### src/include/cfg_regs_pkg.sv
// Package with offsets, fields, defaults and carrier types of the config words.
`default_nettype none
package cfg_regs_pkg;
  localparam logic [7:0]  OFF_IDENTITY   = 8'h00;
  localparam logic [7:0]  OFF_CMD_STATUS = 8'h04;
  localparam logic [15:0] DEVICE_ID_DEF  = 16'h0A5A; // Arbitrary value.
  localparam logic [15:0] MAKER_ID_DEF   = 16'h1234; // Arbitrary value.
  localparam int BIT_MEM_EN    = 1;
  localparam int BIT_MASTER_EN = 2;
  localparam int BIT_PAR_RESP  = 6;
  localparam int BIT_SERR_EN   = 8;
  localparam int BIT_DATA_PAR  = 24;
  localparam int BIT_TGT_ABORT = 27;
  localparam int BIT_RX_TABORT = 28;
  localparam int BIT_RX_MABORT = 29;
  localparam int BIT_SIG_SERR  = 30;
  localparam int BIT_DET_PAR   = 31;
  localparam logic [15:0] CMD_WRITABLE   = 16'h0146;
  localparam logic [15:0] STS_W1C        = 16'hF900;
  localparam logic [15:0] STS_FIXED      = 16'h0200;
  localparam logic [31:0] CMD_STATUS_DEF = 32'h0200_0000;
  localparam logic [31:0] ZERO_WORD      = 32'h0000_0000;

  typedef struct packed {
    logic        valid;
    logic        write;
    logic [7:0]  offset;
    logic [3:0]  byte_lane_enables;
    logic [31:0] wdata;
  } cfg_req_t;

  typedef struct packed {
    logic addr_parity_err;
    logic data_parity_err;
    logic perr_seen;
    logic master_active;
    logic master_abort;
    logic target_abort_rx;
    logic target_abort_tx;
  } bus_events_t;

  typedef struct packed {
    logic [15:0] command;
    logic [15:0] status;
    logic [31:0] rdata;
    logic        rvalid;
    logic        serr;
    logic        fatal;
  } cfg_state_t;
endpackage : cfg_regs_pkg
`default_nettype wire

### src/design/pci_config_id_cmd_status.sv
// Identity and command/status configuration words of the PCI interface.
`default_nettype none
////////////////////////////////////////////////////////////////////////////////
module pci_config_id_cmd_status
(
  input  wire logic                     mclk,
  input  wire logic                     reset,
  input  wire cfg_regs_pkg::cfg_req_t   req,
  input  wire cfg_regs_pkg::bus_events_t events,
  output logic [31:0]                   rdata,
  output logic                          rvalid,
  output logic                          req_abort,
  output logic                          master_enable,
  output logic                          memory_enable,
  output logic                          bus_detached,
  output logic                          serr_drive,
  output logic                          fatal_error
);
  import cfg_regs_pkg::*;

  cfg_state_t state;
  cfg_state_t next_state;
  logic       legal_be;
  logic [31:0] lane_mask;
  logic [15:0] set_bits;

  function automatic logic legal_lanes(input logic [3:0] be);
    case (be)
      4'h1, 4'h2, 4'h4, 4'h8, 4'h3, 4'hC, 4'hF: legal_lanes = 1'b1;
      default: legal_lanes = 1'b0;
    endcase
  endfunction : legal_lanes

  function automatic logic [31:0] lanes(input logic [3:0] be);
    lanes = {{8{be[3]}}, {8{be[2]}}, {8{be[1]}}, {8{be[0]}}};
  endfunction : lanes

  //////////////////////////////////////////////////////////////////////////////
  always_comb
  begin
    next_state = state;
    legal_be   = legal_lanes(req.byte_lane_enables);
    lane_mask  = lanes(req.byte_lane_enables);
    set_bits   = 16'h0000;
    next_state.rvalid = 1'b0;
    next_state.serr   = 1'b0;
    // Status event capture; the set is applied after the clear below.
    set_bits[BIT_DET_PAR - 16] = events.addr_parity_err
                               | events.data_parity_err;
    set_bits[BIT_SIG_SERR - 16] = state.serr;
    set_bits[BIT_RX_MABORT - 16] = events.master_abort;
    set_bits[BIT_RX_TABORT - 16] = events.target_abort_rx;
    set_bits[BIT_DATA_PAR - 16] = events.perr_seen & events.master_active
                                & state.command[BIT_PAR_RESP];
    set_bits[BIT_TGT_ABORT - 16] = events.target_abort_tx
                                 | (req.valid & req.write & ~legal_be);
    next_state.serr = events.addr_parity_err
                    & state.command[BIT_SERR_EN];
    if (req.valid && events.addr_parity_err == 1'b0)
    begin
      next_state.rvalid = 1'b1;
      next_state.rdata  = ZERO_WORD;
      if (!req.write)
      begin
        case (req.offset)
          OFF_IDENTITY:
            next_state.rdata = {DEVICE_ID_DEF, MAKER_ID_DEF};
          OFF_CMD_STATUS:
            next_state.rdata = {state.status | STS_FIXED,
                                state.command};
          default: next_state.rdata = ZERO_WORD;
        endcase
      end
      else if (legal_be && req.offset == OFF_CMD_STATUS)
      begin
        // Identity offset falls through here untouched.
        next_state.command = (state.command
                              & ~(CMD_WRITABLE & lane_mask[15:0]))
                           | (req.wdata[15:0] & CMD_WRITABLE
                              & lane_mask[15:0]);
        next_state.status = state.status
                          & ~(req.wdata[31:16] & STS_W1C
                              & lane_mask[31:16]);
      end
    end
    // Set wins over clear so a coincident event survives.
    next_state.status = (next_state.status | set_bits) & STS_W1C;
    next_state.fatal  = state.fatal | ((events.addr_parity_err
                      | events.data_parity_err)
                      & state.command[BIT_PAR_RESP]);
  end

  // Only the hardware reset pin restores defaults; no soft reset reaches here.
  always_ff @(posedge mclk or posedge reset)
  begin
    if (reset)
    begin
      state.command <= CMD_STATUS_DEF[15:0];
      state.status  <= 16'h0000;
      state.rdata   <= ZERO_WORD;
      state.rvalid  <= 1'b0;
      state.serr    <= 1'b0;
      state.fatal   <= 1'b0;
    end
    else
    begin
      state <= next_state;
    end
  end

  //////////////////////////////////////////////////////////////////////////////
  assign rdata         = state.rdata;
  assign rvalid        = state.rvalid;
  assign req_abort     = req.valid & req.write & ~legal_be;
  assign master_enable = state.command[BIT_MASTER_EN];
  assign memory_enable = state.command[BIT_MEM_EN];
  assign bus_detached  = (state.command & CMD_WRITABLE) == 16'h0000;
  assign serr_drive    = state.serr;
  assign fatal_error   = state.fatal;

  //////////////////////////////////////////////////////////////////////////////
  property p_id_read;
    @(posedge mclk) disable iff (reset)
    (req.valid && !req.write && req.offset == OFF_IDENTITY
     && !events.addr_parity_err)
    |=> rvalid && rdata == {DEVICE_ID_DEF, MAKER_ID_DEF};
  endproperty
  a_id_read: assert property (p_id_read)
    else $error("identity wrong");

  property p_id_ro;
    @(posedge mclk) disable iff (reset)
    (req.valid && req.write && req.offset == OFF_IDENTITY
     && !events.addr_parity_err)
    |=> $stable(state.command) ##0 (rdata == ZERO_WORD);
  endproperty
  a_id_ro: assert property (p_id_ro)
    else $error("id write hit");

  property p_cmd_mask;
    @(posedge mclk) disable iff (reset)
    (state.command & ~CMD_WRITABLE) == 16'h0000;
  endproperty
  a_cmd_mask: assert property (p_cmd_mask)
    else $error("reserved command bit set");

  property p_cmd_write;
    @(posedge mclk) disable iff (reset)
    (req.valid && req.write && req.offset == OFF_CMD_STATUS
     && req.byte_lane_enables == 4'hF && !events.addr_parity_err)
    |=> state.command == ($past(req.wdata[15:0]) & CMD_WRITABLE);
  endproperty
  a_cmd_write: assert property (p_cmd_write)
    else $error("command write lost");

  property p_detach;
    @(posedge mclk) disable iff (reset)
    (master_enable || memory_enable) |-> !bus_detached;
  endproperty
  a_detach: assert property (p_detach)
    else $error("detached while enabled");

  property p_clear;
    @(posedge mclk) disable iff (reset)
    (req.valid && req.write && req.offset == OFF_CMD_STATUS
     && req.byte_lane_enables == 4'hF && !events.addr_parity_err
     && req.wdata[BIT_RX_MABORT] && !events.master_abort)
    |=> !state.status[BIT_RX_MABORT - 16];
  endproperty
  a_clear: assert property (p_clear)
    else $error("write one did not clear");

  property p_hold;
    @(posedge mclk) disable iff (reset)
    (state.status[BIT_RX_TABORT - 16] && !(req.valid && req.write))
    |=> state.status[BIT_RX_TABORT - 16];
  endproperty
  a_hold: assert property (p_hold)
    else $error("status bit lost");

  property p_det_par;
    @(posedge mclk) disable iff (reset)
    events.data_parity_err |=> state.status[BIT_DET_PAR - 16];
  endproperty
  a_det_par: assert property (p_det_par)
    else $error("parity lost");

  property p_serr;
    @(posedge mclk) disable iff (reset)
    (events.addr_parity_err && state.command[BIT_SERR_EN])
    |=> serr_drive ##1 state.status[BIT_SIG_SERR - 16];
  endproperty
  a_serr: assert property (p_serr)
    else $error("serr missing");

  property p_sig_serr;
    @(posedge mclk) disable iff (reset)
    serr_drive |=> state.status[BIT_SIG_SERR - 16];
  endproperty
  a_sig_serr: assert property (p_sig_serr)
    else $error("system error not recorded");

  property p_sig_serr_src;
    @(posedge mclk) disable iff (reset)
    $rose(state.status[BIT_SIG_SERR - 16]) |-> $past(serr_drive);
  endproperty
  a_sig_serr_src: assert property (p_sig_serr_src)
    else $error("system error bit without drive");

  property p_abort_set;
    @(posedge mclk) disable iff (reset)
    events.master_abort |=> state.status[BIT_RX_MABORT - 16];
  endproperty
  a_abort_set: assert property (p_abort_set)
    else $error("abort lost");

  property p_rx_tabort;
    @(posedge mclk) disable iff (reset)
    events.target_abort_rx |=> state.status[BIT_RX_TABORT - 16];
  endproperty
  a_rx_tabort: assert property (p_rx_tabort)
    else $error("received target abort lost");

  property p_illegal_be;
    @(posedge mclk) disable iff (reset)
    (req.valid && req.write && req.byte_lane_enables == 4'h5)
    |-> req_abort ##1 state.status[BIT_TGT_ABORT - 16];
  endproperty
  a_illegal_be: assert property (p_illegal_be)
    else $error("no abort");

  property p_tx_tabort;
    @(posedge mclk) disable iff (reset)
    events.target_abort_tx |=> state.status[BIT_TGT_ABORT - 16];
  endproperty
  a_tx_tabort: assert property (p_tx_tabort)
    else $error("signalled target abort lost");

  property p_ill_no_store;
    @(posedge mclk) disable iff (reset)
    req_abort |=> $stable(state.command);
  endproperty
  a_ill_no_store: assert property (p_ill_no_store)
    else $error("aborted write stored");

  property p_fixed_bits;
    @(posedge mclk) disable iff (reset)
    (rvalid && $past(req.offset) == OFF_CMD_STATUS && !$past(req.write))
    |-> rdata[26:25] == 2'b01 && rdata[21] == 1'b0;
  endproperty
  a_fixed_bits: assert property (p_fixed_bits)
    else $error("fixed bits");

  property p_data_par;
    @(posedge mclk) disable iff (reset)
    (!$past(state.status[BIT_DATA_PAR - 16])
     && state.status[BIT_DATA_PAR - 16])
    |-> $past(state.command[BIT_PAR_RESP] && events.master_active
              && events.perr_seen);
  endproperty
  a_data_par: assert property (p_data_par)
    else $error("bit 24 bad");

  property p_no_serr;
    @(posedge mclk) disable iff (reset)
    !state.command[BIT_SERR_EN] |=> !serr_drive;
  endproperty
  a_no_serr: assert property (p_no_serr)
    else $error("serr unasked");

  property p_fatal_set;
    @(posedge mclk) disable iff (reset)
    ((events.addr_parity_err || events.data_parity_err)
     && state.command[BIT_PAR_RESP]) |=> fatal_error;
  endproperty
  a_fatal_set: assert property (p_fatal_set)
    else $error("fatal error missing");

  property p_fatal_sticky;
    @(posedge mclk) disable iff (reset)
    fatal_error |=> fatal_error;
  endproperty
  a_fatal_sticky: assert property (p_fatal_sticky)
    else $error("fatal error dropped");

  property p_fatal_off;
    @(posedge mclk) disable iff (reset)
    (!fatal_error && !state.command[BIT_PAR_RESP]) |=> !fatal_error;
  endproperty
  a_fatal_off: assert property (p_fatal_off)
    else $error("fatal error while parity ignored");

  property p_rvalid_follows;
    @(posedge mclk) disable iff (reset)
    (req.valid && !events.addr_parity_err) |=> rvalid;
  endproperty
  a_rvalid_follows: assert property (p_rvalid_follows)
    else $error("request not answered");

  property p_drop;
    @(posedge mclk) disable iff (reset)
    (!req.valid || events.addr_parity_err) |=> !rvalid;
  endproperty
  a_drop: assert property (p_drop)
    else $error("answer without request");

  property p_reserved_rd;
    @(posedge mclk) disable iff (reset)
    (req.valid && !req.write && !events.addr_parity_err
     && req.offset != OFF_IDENTITY && req.offset != OFF_CMD_STATUS)
    |=> rdata == ZERO_WORD;
  endproperty
  a_reserved_rd: assert property (p_reserved_rd)
    else $error("reserved read not zero");

  property p_set_wins;
    @(posedge mclk) disable iff (reset)
    (events.master_abort && req.valid && req.write
     && req.wdata[BIT_RX_MABORT]) |=> state.status[BIT_RX_MABORT - 16];
  endproperty
  a_set_wins: assert property (p_set_wins)
    else $error("event lost to clear");

  c_master: cover property (@(posedge mclk) disable iff (reset)
    $rose(master_enable));
  c_serr: cover property (@(posedge mclk) disable iff (reset)
    $rose(serr_drive));
  c_set_wins: cover property (@(posedge mclk) disable iff (reset)
    events.master_abort && req.valid && req.write);
  c_clear: cover property (@(posedge mclk) disable iff (reset)
    $fell(state.status[BIT_RX_TABORT - 16]));
  c_fatal: cover property (@(posedge mclk) disable iff (reset)
    $rose(fatal_error));
endmodule : pci_config_id_cmd_status
`default_nettype wire

### config.mk
export PLATFORM = sky130hd
export DESIGN_NAME = pci_config_id_cmd_status
export DESIGN_NICKNAME = d
export VERILOG_FILES = /design/src/include/cfg_regs_pkg.sv /design/src/design/pci_config_id_cmd_status.sv
export SDC_FILE = /design/constraint.sdc
export NUM_CORES = 1
export LEC_CHECK = 0
export BUFFER_PORTS_ARGS = -buffer_cell sky130_fd_sc_hd__buf_2
export CORE_MARGIN = 8
export CORE_UTILIZATION = 37
export DETAILED_ROUTE_END_ITERATION = 8
export PLACE_DENSITY = 0.76
export SLEW_MARGIN = 20
export SYNTH_ARGS = -nofsm -noshare
export SYNTH_HDL_FRONTEND = slang
export SYNTH_SLANG_ARGS = --single-unit
export TNS_END_PERCENT = 10
### constraint.sdc
create_clock -name mclk -period 0.96 [get_ports mclk]
set_input_delay 0.096 -clock mclk [delete_from_list [all_inputs] [get_ports mclk]]
set_output_delay 0.096 -clock mclk [all_outputs]
set_load 0.02 [all_outputs]
==> flow_results.xml, run 1 <==
<?xml version="1.0" encoding="UTF-8"?>
<metrics>
  <group name="min_path">
    <metric name="instance_count_along_the_most_critical_hold_path" unit="">2</metric>
    <metric name="hold_path_startpoint" unit="">req[29]</metric>
    <metric name="hold_path_class" unit="">in -&gt; reg</metric>
    <metric name="hold_end" unit="">state[48]</metric>
  </group>
  <group name="timing">
    <metric name="setup_viol" unit="">28</metric>
    <metric name="final_max_slew_viol_count" unit="">0</metric>
    <metric name="setup_repair_after_global_routing_missed_its_margin" unit="">true</metric>
    <metric name="finalHoldViolCount" unit="">0</metric>
    <metric name="final_min_period_over_clock_period" unit="%">131</metric>
    <metric name="hold_slack" unit="ps">11.7</metric>
    <metric name="max_freq" unit="GHz">0.797</metric>
    <metric name="min_tclk_post_route" unit="ps">1250</metric>
    <metric name="postLayoutSetupSlackWorst" unit="ps">-295</metric>
    <metric name="finalClockSkew" unit="ps">0.969</metric>
  </group>
  <group name="synthesis">
    <metric name="yosys.cell_count.top_type" unit="">sky130_fd_sc_hd__buf_4</metric>
    <metric name="post_synth_fa_ha_maj_area_fraction" unit="%">0</metric>
    <metric name="synth_compound_gate_area_share" unit="%">14.8</metric>
    <metric name="postSynthRegisterBits" unit="">25</metric>
    <metric name="netlist_instances" unit="">127</metric>
    <metric name="synthDistinctLibCells" unit="">36</metric>
    <metric name="synth_edf_count" unit="">0</metric>
    <metric name="post_synth_mux_area_share" unit="%">4.30</metric>
    <metric name="share_of_synthesized_flip_flops_with_an_asynchronous_set_or_reset" unit="%">100</metric>
    <metric name="synth_flop_cell" unit="">sky130_fd_sc_hd__dfrtp_1</metric>
    <metric name="yosys_warns" unit="">0</metric>
    <metric name="synth_top_family_by_area" unit="">buffers and inverters</metric>
    <metric name="synth.top_cell.area_share" unit="%">45.7</metric>
    <metric name="post_synth_and_or_nand_nor_area_fraction" unit="%">14.6</metric>
    <metric name="yosys.area.top_type" unit="">sky130_fd_sc_hd__dfrtp_1</metric>
    <metric name="top_area_cells_in_the_synthesized_netlist" unit="">sky130_fd_sc_hd__dfrtp_1, sky130_fd_sc_hd__buf_4, sky130_fd_sc_hd__a22o_1, sky130_fd_sc_hd__mux2_1, sky130_fd_sc_hd__inv_1</metric>
    <metric name="synth-xor-area-share" unit="%">0</metric>
    <metric name="synth.yosys.seq_area_share" unit="%">45.7</metric>
    <metric name="synth_top_cells_by_count" unit="">sky130_fd_sc_hd__buf_4, sky130_fd_sc_hd__dfrtp_1, sky130_fd_sc_hd__a22o_1, sky130_fd_sc_hd__inv_1</metric>
    <metric name="mapped_cell_area" unit="um2">1370</metric>
    <metric name="synthesis.area_per_instance" unit="um2">10.8</metric>
  </group>
  <group name="cells_and_area">
    <metric name="area_growth_from_synthesis_to_final_layout" unit="%">36.7</metric>
    <metric name="finish.cell_count_without_fillers" unit="">234</metric>
    <metric name="end_of_flow_core_utilization" unit="%">51.9</metric>
    <metric name="finish.net_count" unit="">242</metric>
    <metric name="layout_cell_share_with_drive_strength_beyond_1" unit="%">52.2</metric>
    <metric name="multi_input_combinational_cell_area" unit="um2">589</metric>
    <metric name="final_design_area_excluding_fillers" unit="um2">1870</metric>
    <metric name="layout.filler_cells" unit="">321</metric>
    <metric name="layout.area.seq" unit="um2">628</metric>
    <metric name="n_antenna_cell" unit="">0</metric>
  </group>
  <group name="route">
    <metric name="vias_per_cell" unit="">4.49</metric>
    <metric name="drt-met1-wl" unit="mm">1.30</metric>
    <metric name="drt-pass1-iter-count" unit="">4</metric>
    <metric name="postRouteWirelength" unit="mm">3.09</metric>
    <metric name="dr.max_layer_used" unit="">met4</metric>
    <metric name="post-route-drc-count" unit="">0</metric>
    <metric name="drt.antenna.violating_nets" unit="">0</metric>
    <metric name="routed-via-count" unit="">1050</metric>
    <metric name="detailroute.wirelength.met3" unit="um">346</metric>
    <metric name="drt_iter0_markers" unit="">46</metric>
    <metric name="wirelength_per_cell" unit="um">13.2</metric>
    <metric name="met2_length" unit="mm">1.40</metric>
  </group>
  <group name="critical_path">
    <metric name="timing.critical_path.cells" unit="">nor4_2 &gt; buf_4</metric>
    <metric name="crit-reg2reg-capture" unit="">state[46]</metric>
    <metric name="cell_with_the_biggest_individual_delay_on_the_critical_path" unit="">sky130_fd_sc_hd__dfrtp_1</metric>
    <metric name="critical_path.n_buffers_inverters" unit="">1</metric>
    <metric name="critPathTopFamily" unit="">flip-flops</metric>
    <metric name="r2r.worst_path.cells" unit="">2</metric>
    <metric name="setup.reg_to_reg.worst_slack" unit="ps">-10</metric>
    <metric name="worst_path_largest_cell_delay" unit="ps">390</metric>
    <metric name="timing.critical_path.from_type" unit="">flip-flop</metric>
    <metric name="r2r_start" unit="">state[46]</metric>
    <metric name="timing_worst_setup_path_type" unit="">reg -&gt; out</metric>
    <metric name="path_max_fanout" unit="">2</metric>
    <metric name="critical_path_required" unit="ps">860</metric>
    <metric name="worstSetupEndpointType" unit="">output pin</metric>
    <metric name="critical_path_arrival" unit="ps">1160</metric>
  </group>
  <group name="floorplanning">
    <metric name="floorplan_die_width" unit="um">76.8</metric>
    <metric name="design.die.area" unit="um2">5900</metric>
    <metric name="fp-row-count" unit="">22</metric>
    <metric name="core-area" unit="um2">3610</metric>
    <metric name="die_height" unit="um">76.8</metric>
    <metric name="num_io_pins" unit="">94</metric>
    <metric name="start_util" unit="%">38.0</metric>
  </group>
  <group name="placement">
    <metric name="hpwl_detailed" unit="mm">2.43</metric>
    <metric name="port_buffers" unit="">58</metric>
    <metric name="placed_cells" unit="">226</metric>
    <metric name="globalplace.congestion" unit="">0.689</metric>
    <metric name="pre_cts_slack" unit="ps">-516</metric>
    <metric name="dpl_cell_area" unit="um2">1650</metric>
  </group>
  <group name="run_status">
    <metric name="run_status" unit="">finished with violations</metric>
    <metric name="violations" unit="">setup timing</metric>
  </group>
  <group name="clock_network">
    <metric name="ctsRootBufferMaster" unit="">sky130_fd_sc_hd__clkbuf_8</metric>
    <metric name="cts_tree" unit="">built</metric>
    <metric name="clock-sinks" unit="">25</metric>
    <metric name="cts_inserted_buffers" unit="">3</metric>
    <metric name="clock_latency_on_the_worst_skew_pair" unit="ps">260</metric>
    <metric name="worst_setup_hold_path_clk_slew" unit="ps">80</metric>
    <metric name="cts_buffer_depth" unit="">2</metric>
    <metric name="htree_num_levels" unit="">1</metric>
  </group>
  <group name="global_route">
    <metric name="antenna_found_initial" unit="">0</metric>
    <metric name="number_of_global_route_vias_before_repair" unit="">1158</metric>
    <metric name="grt_usage" unit="%">10.7</metric>
    <metric name="globalRouteOverflowTotal" unit="">0</metric>
    <metric name="grt_start_max_net_pins" unit="">26</metric>
    <metric name="grt_first_pass_wirelength" unit="mm">5.28</metric>
  </group>
  <group name="power">
    <metric name="vdd_ir_drop_max" unit="mV">0.429</metric>
    <metric name="cellLeakagePower" unit="nW">0.959</metric>
    <metric name="cellPowerDensity" unit="nW/um2">1070</metric>
  </group>
  <group name="flow_run">
    <metric name="max_cap_viol_count" unit="">0</metric>
  </group>
</metrics>
==> how the worst max path moves through the flow <==
stage	from	end	depth (start not counted)
2_1_floorplan	req[42]	flip-flop	4
3_3_place_gp	events[6]	flip-flop	4
3_5_place_dp	events[6]	flip-flop	4
4_1_cts	flip-flop	bus_detached	2
5_1_grt	flip-flop	bus_detached	2
6_report	flip-flop	bus_detached	2
==> power breakdown <==
part	internal, mW	leakage [nW]	switching (mW)
clock network	0.296	0.0228	0.304
registers	1.06	0.313	0.00303
logic	0.148	0.623	0.185
total	1.50	0.959	0.492
==> layer usage <==
metal | vias up | global-route usage [%]
met4 | 0 | 2.50
li1 | 514 | -
met3 | 4 | 5.94
met5 | - | 0
met1 | 478 | 11.8
met2 | 54 | 17.5
==> layout by cell type (no fill, tap or decap), types with 3 or more instances in the layout <==
master,instances
sky130_fd_sc_hd__buf_2,47
sky130_fd_sc_hd__dfrtp_1,23
sky130_fd_sc_hd__buf_4,15
sky130_fd_sc_hd__conb_1,13
sky130_fd_sc_hd__buf_6,12
sky130_fd_sc_hd__inv_1,8
sky130_fd_sc_hd__a22o_1,8
sky130_fd_sc_hd__nand2_1,5
sky130_fd_sc_hd__nor2_1,4
sky130_fd_sc_hd__mux2_4,3
sky130_fd_sc_hd__a31oi_1,3
sky130_fd_sc_hd__nor2b_1,3
sky130_fd_sc_hd__o21ai_1,3
sky130_fd_sc_hd__clkbuf_8,3
==> through the flow <==
stage | TNS (ps) | power, mW
after detailed placement | -9850 | 1.36
after floorplan | -4350 | 1.26
after global placement | -9590 | 1.35
final | -2680 | 2.00
after CTS | -2800 | 2.01
after global routing | -4010 | 2.09
==> worst reg2reg max path: cells and delay by family (launching register included) <==
kind	cells	cell delay, ps
simple gates	1	130
flops	1	390
compound gates	1	330
==> logic make-up after synthesis <==
logic type / Yosys count
flip-flops: 25
AND/OR/NAND/NOR: 30
buffers and inverters: 42
other: 1
multiplexers: 5
AO/OA/AOI/OAI: 24
==> layout make-up <==
cell class,instances,share of cell area [%]
clock buffers,4,2.41
inverters,8,1.61
multi-input cells,72,31.5
flip-flops and latches,25,33.6
well taps,48,3.21
repair buffers,77,27.7
==> repair_timing <==
action | 4_1_cts | 5_1_grt
pin swaps | 7 | 9
hold buffers | 2 | 0
buffers inserted | 2 | 0
endpoints found under the hold margin | 26 | 0
resized for setup | 24 | 13
endpoints found under the setup margin | 33 | 34
Power figures use the tool's default switching activity.
==> inputs of run 2 (changes only) <==
--- a/config.mk
+++ b/config.mk
@@ -7,9 +7,11 @@
 export LEC_CHECK = 0
 export BUFFER_PORTS_ARGS = -buffer_cell sky130_fd_sc_hd__buf_2
 export CORE_MARGIN = 8
-export CORE_UTILIZATION = 37
+export CORE_UTILIZATION = 38
+export CTS_BUF_LIST = sky130_fd_sc_hd__clkbuf_8
 export DETAILED_ROUTE_END_ITERATION = 8
-export PLACE_DENSITY = 0.76
+export PLACE_DENSITY = 0.77
+export SKIP_LAST_GASP = 1
 export SLEW_MARGIN = 20
 export SYNTH_ARGS = -nofsm -noshare
 export SYNTH_HDL_FRONTEND = slang
==> run 2 against run 1 <==
The run still ends with setup timing left. Core utilization barely moved. Non-clock buffer count increased by 5. Maximum frequency rose by 4.7%. Final cell count grew 2.1%. Wire length rose by 2.0%. Global-route usage up 0.35 points. Clock power grew 3.7%. Sequential cell count stayed put. Via count is 0.38% lower. Total power increased by 1.4%. Clock-buffer cell count shrank 1. Setup slack improved by 56 ps. Critical endpoint unchanged. Largest power group unchanged.
==> flow_results.xml, run 2 (synthesis results as in run 1) <==
<?xml version="1.0" encoding="UTF-8"?>
<metrics>
  <group name="route">
    <metric name="postRouteWirelength" unit="mm">3.15</metric>
    <metric name="drt.antenna.violating_nets" unit="">0</metric>
    <metric name="post-route-drc-count" unit="">0</metric>
    <metric name="wirelength_per_cell" unit="um">13.2</metric>
    <metric name="vias_per_cell" unit="">4.38</metric>
    <metric name="routed-via-count" unit="">1046</metric>
    <metric name="drt_iter0_markers" unit="">36</metric>
    <metric name="drt-pass1-iter-count" unit="">4</metric>
  </group>
  <group name="global_route">
    <metric name="globalRouteOverflowTotal" unit="">0</metric>
    <metric name="antenna_found_initial" unit="">0</metric>
    <metric name="grt_start_max_net_pins" unit="">26</metric>
    <metric name="grt_usage" unit="%">11.0</metric>
    <metric name="number_of_global_route_vias_before_repair" unit="">1132</metric>
    <metric name="grt_first_pass_wirelength" unit="mm">5.31</metric>
  </group>
  <group name="timing">
    <metric name="finalClockSkew" unit="ps">5.62</metric>
    <metric name="postLayoutSetupSlackWorst" unit="ps">-238</metric>
    <metric name="max_freq" unit="GHz">0.834</metric>
    <metric name="final_max_slew_viol_count" unit="">0</metric>
    <metric name="setup_repair_after_global_routing_missed_its_margin" unit="">true</metric>
    <metric name="finalHoldViolCount" unit="">0</metric>
    <metric name="accumulated_negative_setup_slack" unit="ps">-3480</metric>
    <metric name="min_tclk_post_route" unit="ps">1200</metric>
    <metric name="final_min_period_over_clock_period" unit="%">125</metric>
    <metric name="setup_viol" unit="">33</metric>
  </group>
  <group name="placement">
    <metric name="hpwl_detailed" unit="mm">2.53</metric>
    <metric name="pre_cts_slack" unit="ps">-522</metric>
    <metric name="placed_cells" unit="">226</metric>
    <metric name="port_buffers" unit="">58</metric>
    <metric name="globalplace.congestion" unit="">0.782</metric>
  </group>
  <group name="floorplanning">
    <metric name="design.die.area" unit="um2">5780</metric>
    <metric name="core-area" unit="um2">3550</metric>
    <metric name="floorplan_die_width" unit="um">76.0</metric>
    <metric name="num_io_pins" unit="">94</metric>
    <metric name="start_util" unit="%">38.5</metric>
    <metric name="die_height" unit="um">76.0</metric>
    <metric name="fp-row-count" unit="">22</metric>
  </group>
  <group name="critical_path">
    <metric name="critPathTopFamily" unit="">flip-flops</metric>
    <metric name="timing.critical_path.cells" unit="">nor4_2 &gt; buf_4</metric>
    <metric name="worst_path_largest_cell_delay" unit="ps">390</metric>
    <metric name="critical_path_required" unit="ps">860</metric>
    <metric name="critical_path_arrival" unit="ps">1100</metric>
    <metric name="critical_path.n_buffers_inverters" unit="">1</metric>
    <metric name="worstSetupEndpointType" unit="">output pin</metric>
    <metric name="path_max_fanout" unit="">2</metric>
    <metric name="timing.critical_path.from_type" unit="">flip-flop</metric>
    <metric name="cell_with_the_biggest_individual_delay_on_the_critical_path" unit="">sky130_fd_sc_hd__dfrtp_1</metric>
    <metric name="timing_worst_setup_path_type" unit="">reg -&gt; out</metric>
  </group>
  <group name="clock_network">
    <metric name="ctsRootBufferMaster" unit="">sky130_fd_sc_hd__clkbuf_8</metric>
    <metric name="cts_tree" unit="">built</metric>
    <metric name="htree_num_levels" unit="">1</metric>
    <metric name="worst_setup_hold_path_clk_slew" unit="ps">90</metric>
    <metric name="cts_inserted_buffers" unit="">3</metric>
    <metric name="cts_buffer_depth" unit="">2</metric>
    <metric name="clock-sinks" unit="">25</metric>
    <metric name="clock_latency_on_the_worst_skew_pair" unit="ps">270</metric>
  </group>
  <group name="cells_and_area">
    <metric name="final_common_cell" unit="">sky130_fd_sc_hd__buf_2</metric>
    <metric name="layout.area.seq" unit="um2">626</metric>
    <metric name="finish.net_count" unit="">247</metric>
    <metric name="multi_input_combinational_cell_area" unit="um2">563</metric>
    <metric name="layout_cell_share_with_drive_strength_beyond_1" unit="%">48.2</metric>
    <metric name="layout.filler_cells" unit="">333</metric>
    <metric name="n_antenna_cell" unit="">0</metric>
    <metric name="final_cell_mix" unit="">sky130_fd_sc_hd__buf_2, sky130_fd_sc_hd__dfrtp_1, sky130_fd_sc_hd__buf_4</metric>
    <metric name="area_growth_from_synthesis_to_final_layout" unit="%">34.6</metric>
    <metric name="finish.cell_count_without_fillers" unit="">239</metric>
  </group>
  <group name="run_status">
    <metric name="run_status" unit="">finished with violations</metric>
    <metric name="violations" unit="">setup timing</metric>
  </group>
  <group name="power">
    <metric name="cellPowerDensity" unit="nW/um2">1100</metric>
    <metric name="vdd_ir_drop_max" unit="mV">0.595</metric>
    <metric name="cellLeakagePower" unit="nW">0.969</metric>
  </group>
  <group name="flow_run">
    <metric name="max_cap_viol_count" unit="">0</metric>
  </group>
  <group name="min_path">
    <metric name="hold_path_class" unit="">in -&gt; reg</metric>
  </group>
</metrics>
==> run 2: final timing paths <==
kind | slack (ps) | depth (start not counted) | to | start
worst max-delay path | -240 | 2 | bus_detached | flip-flop
worst min-delay path | 20 | 2 | state[46] | events[0]
worst max register to register | -40 | 2 | state[46] | state[46]
worst min register to register | 470 | 1 | fatal_error | fatal_error
max in group asynchronous | 310 | 4 | asynchronous set/reset pin | reset
min in group asynchronous | 410 | 4 | asynchronous set/reset pin | reset
==> run 2: cell type report <==
class / count / area share, %
flip-flops and latches: 25 / 34.0
multi-input cells: 72 / 30.6
repair buffers: 82 / 27.9
well taps: 48 / 3.26
clock buffers: 3 / 2.24
inverters: 8 / 1.63
clock inverters: 1 / 0.408
==> run 2: repair_timing <==
action	in CTS	in global routing
setup buffers	4	0
hold buffers	5	0
resized for setup	13	0
hold endpoints to repair	29	0
pin swaps	4	0
endpoints found under the setup margin	33	38
==> run 2: per-layer routing <==
| layer | wire length [um] | part of all wire, % | GRT usage [%] | vias to the layer above |
|---|---|---|---|---|
| li1 | - | - | - | 523 |
| met1 | 1370 | 43 | 13.2 | 466 |
| met2 | 1390 | 44 | 16.2 | 51 |
| met3 | 330 | 10 | 5.54 | 6 |
| met4 | 64 | 2.0 | 4.90 | 0 |
| met5 | 0 | 0 | 0 | - |
==> run 2: where the power goes <==
group	leakage, nW	total (mW)	internal [mW]	switching [mW]
Sequential	0.317	1.06	1.06	0.00282
Clock	0.0217	0.622	0.294	0.329
Combinational	0.631	0.339	0.150	0.188
Total	0.969	2.02	1.50	0.520
==> run 2: per-stage QoR <==
stage / power (mW) / instance area (um2) / hold slack [ps] / utilization (%)
global route: 2.12 / 1840 / 12.0 / 51.9
CTS: 2.05 / 1840 / 18.4 / 51.9
floorplan: 1.26 / 1430 / 123 / -
global placement: 1.36 / 1650 / 154 / 46.4
detailed placement: 1.36 / 1650 / 162 / 46.4
finish: 2.02 / 1840 / 24.2 / 51.9
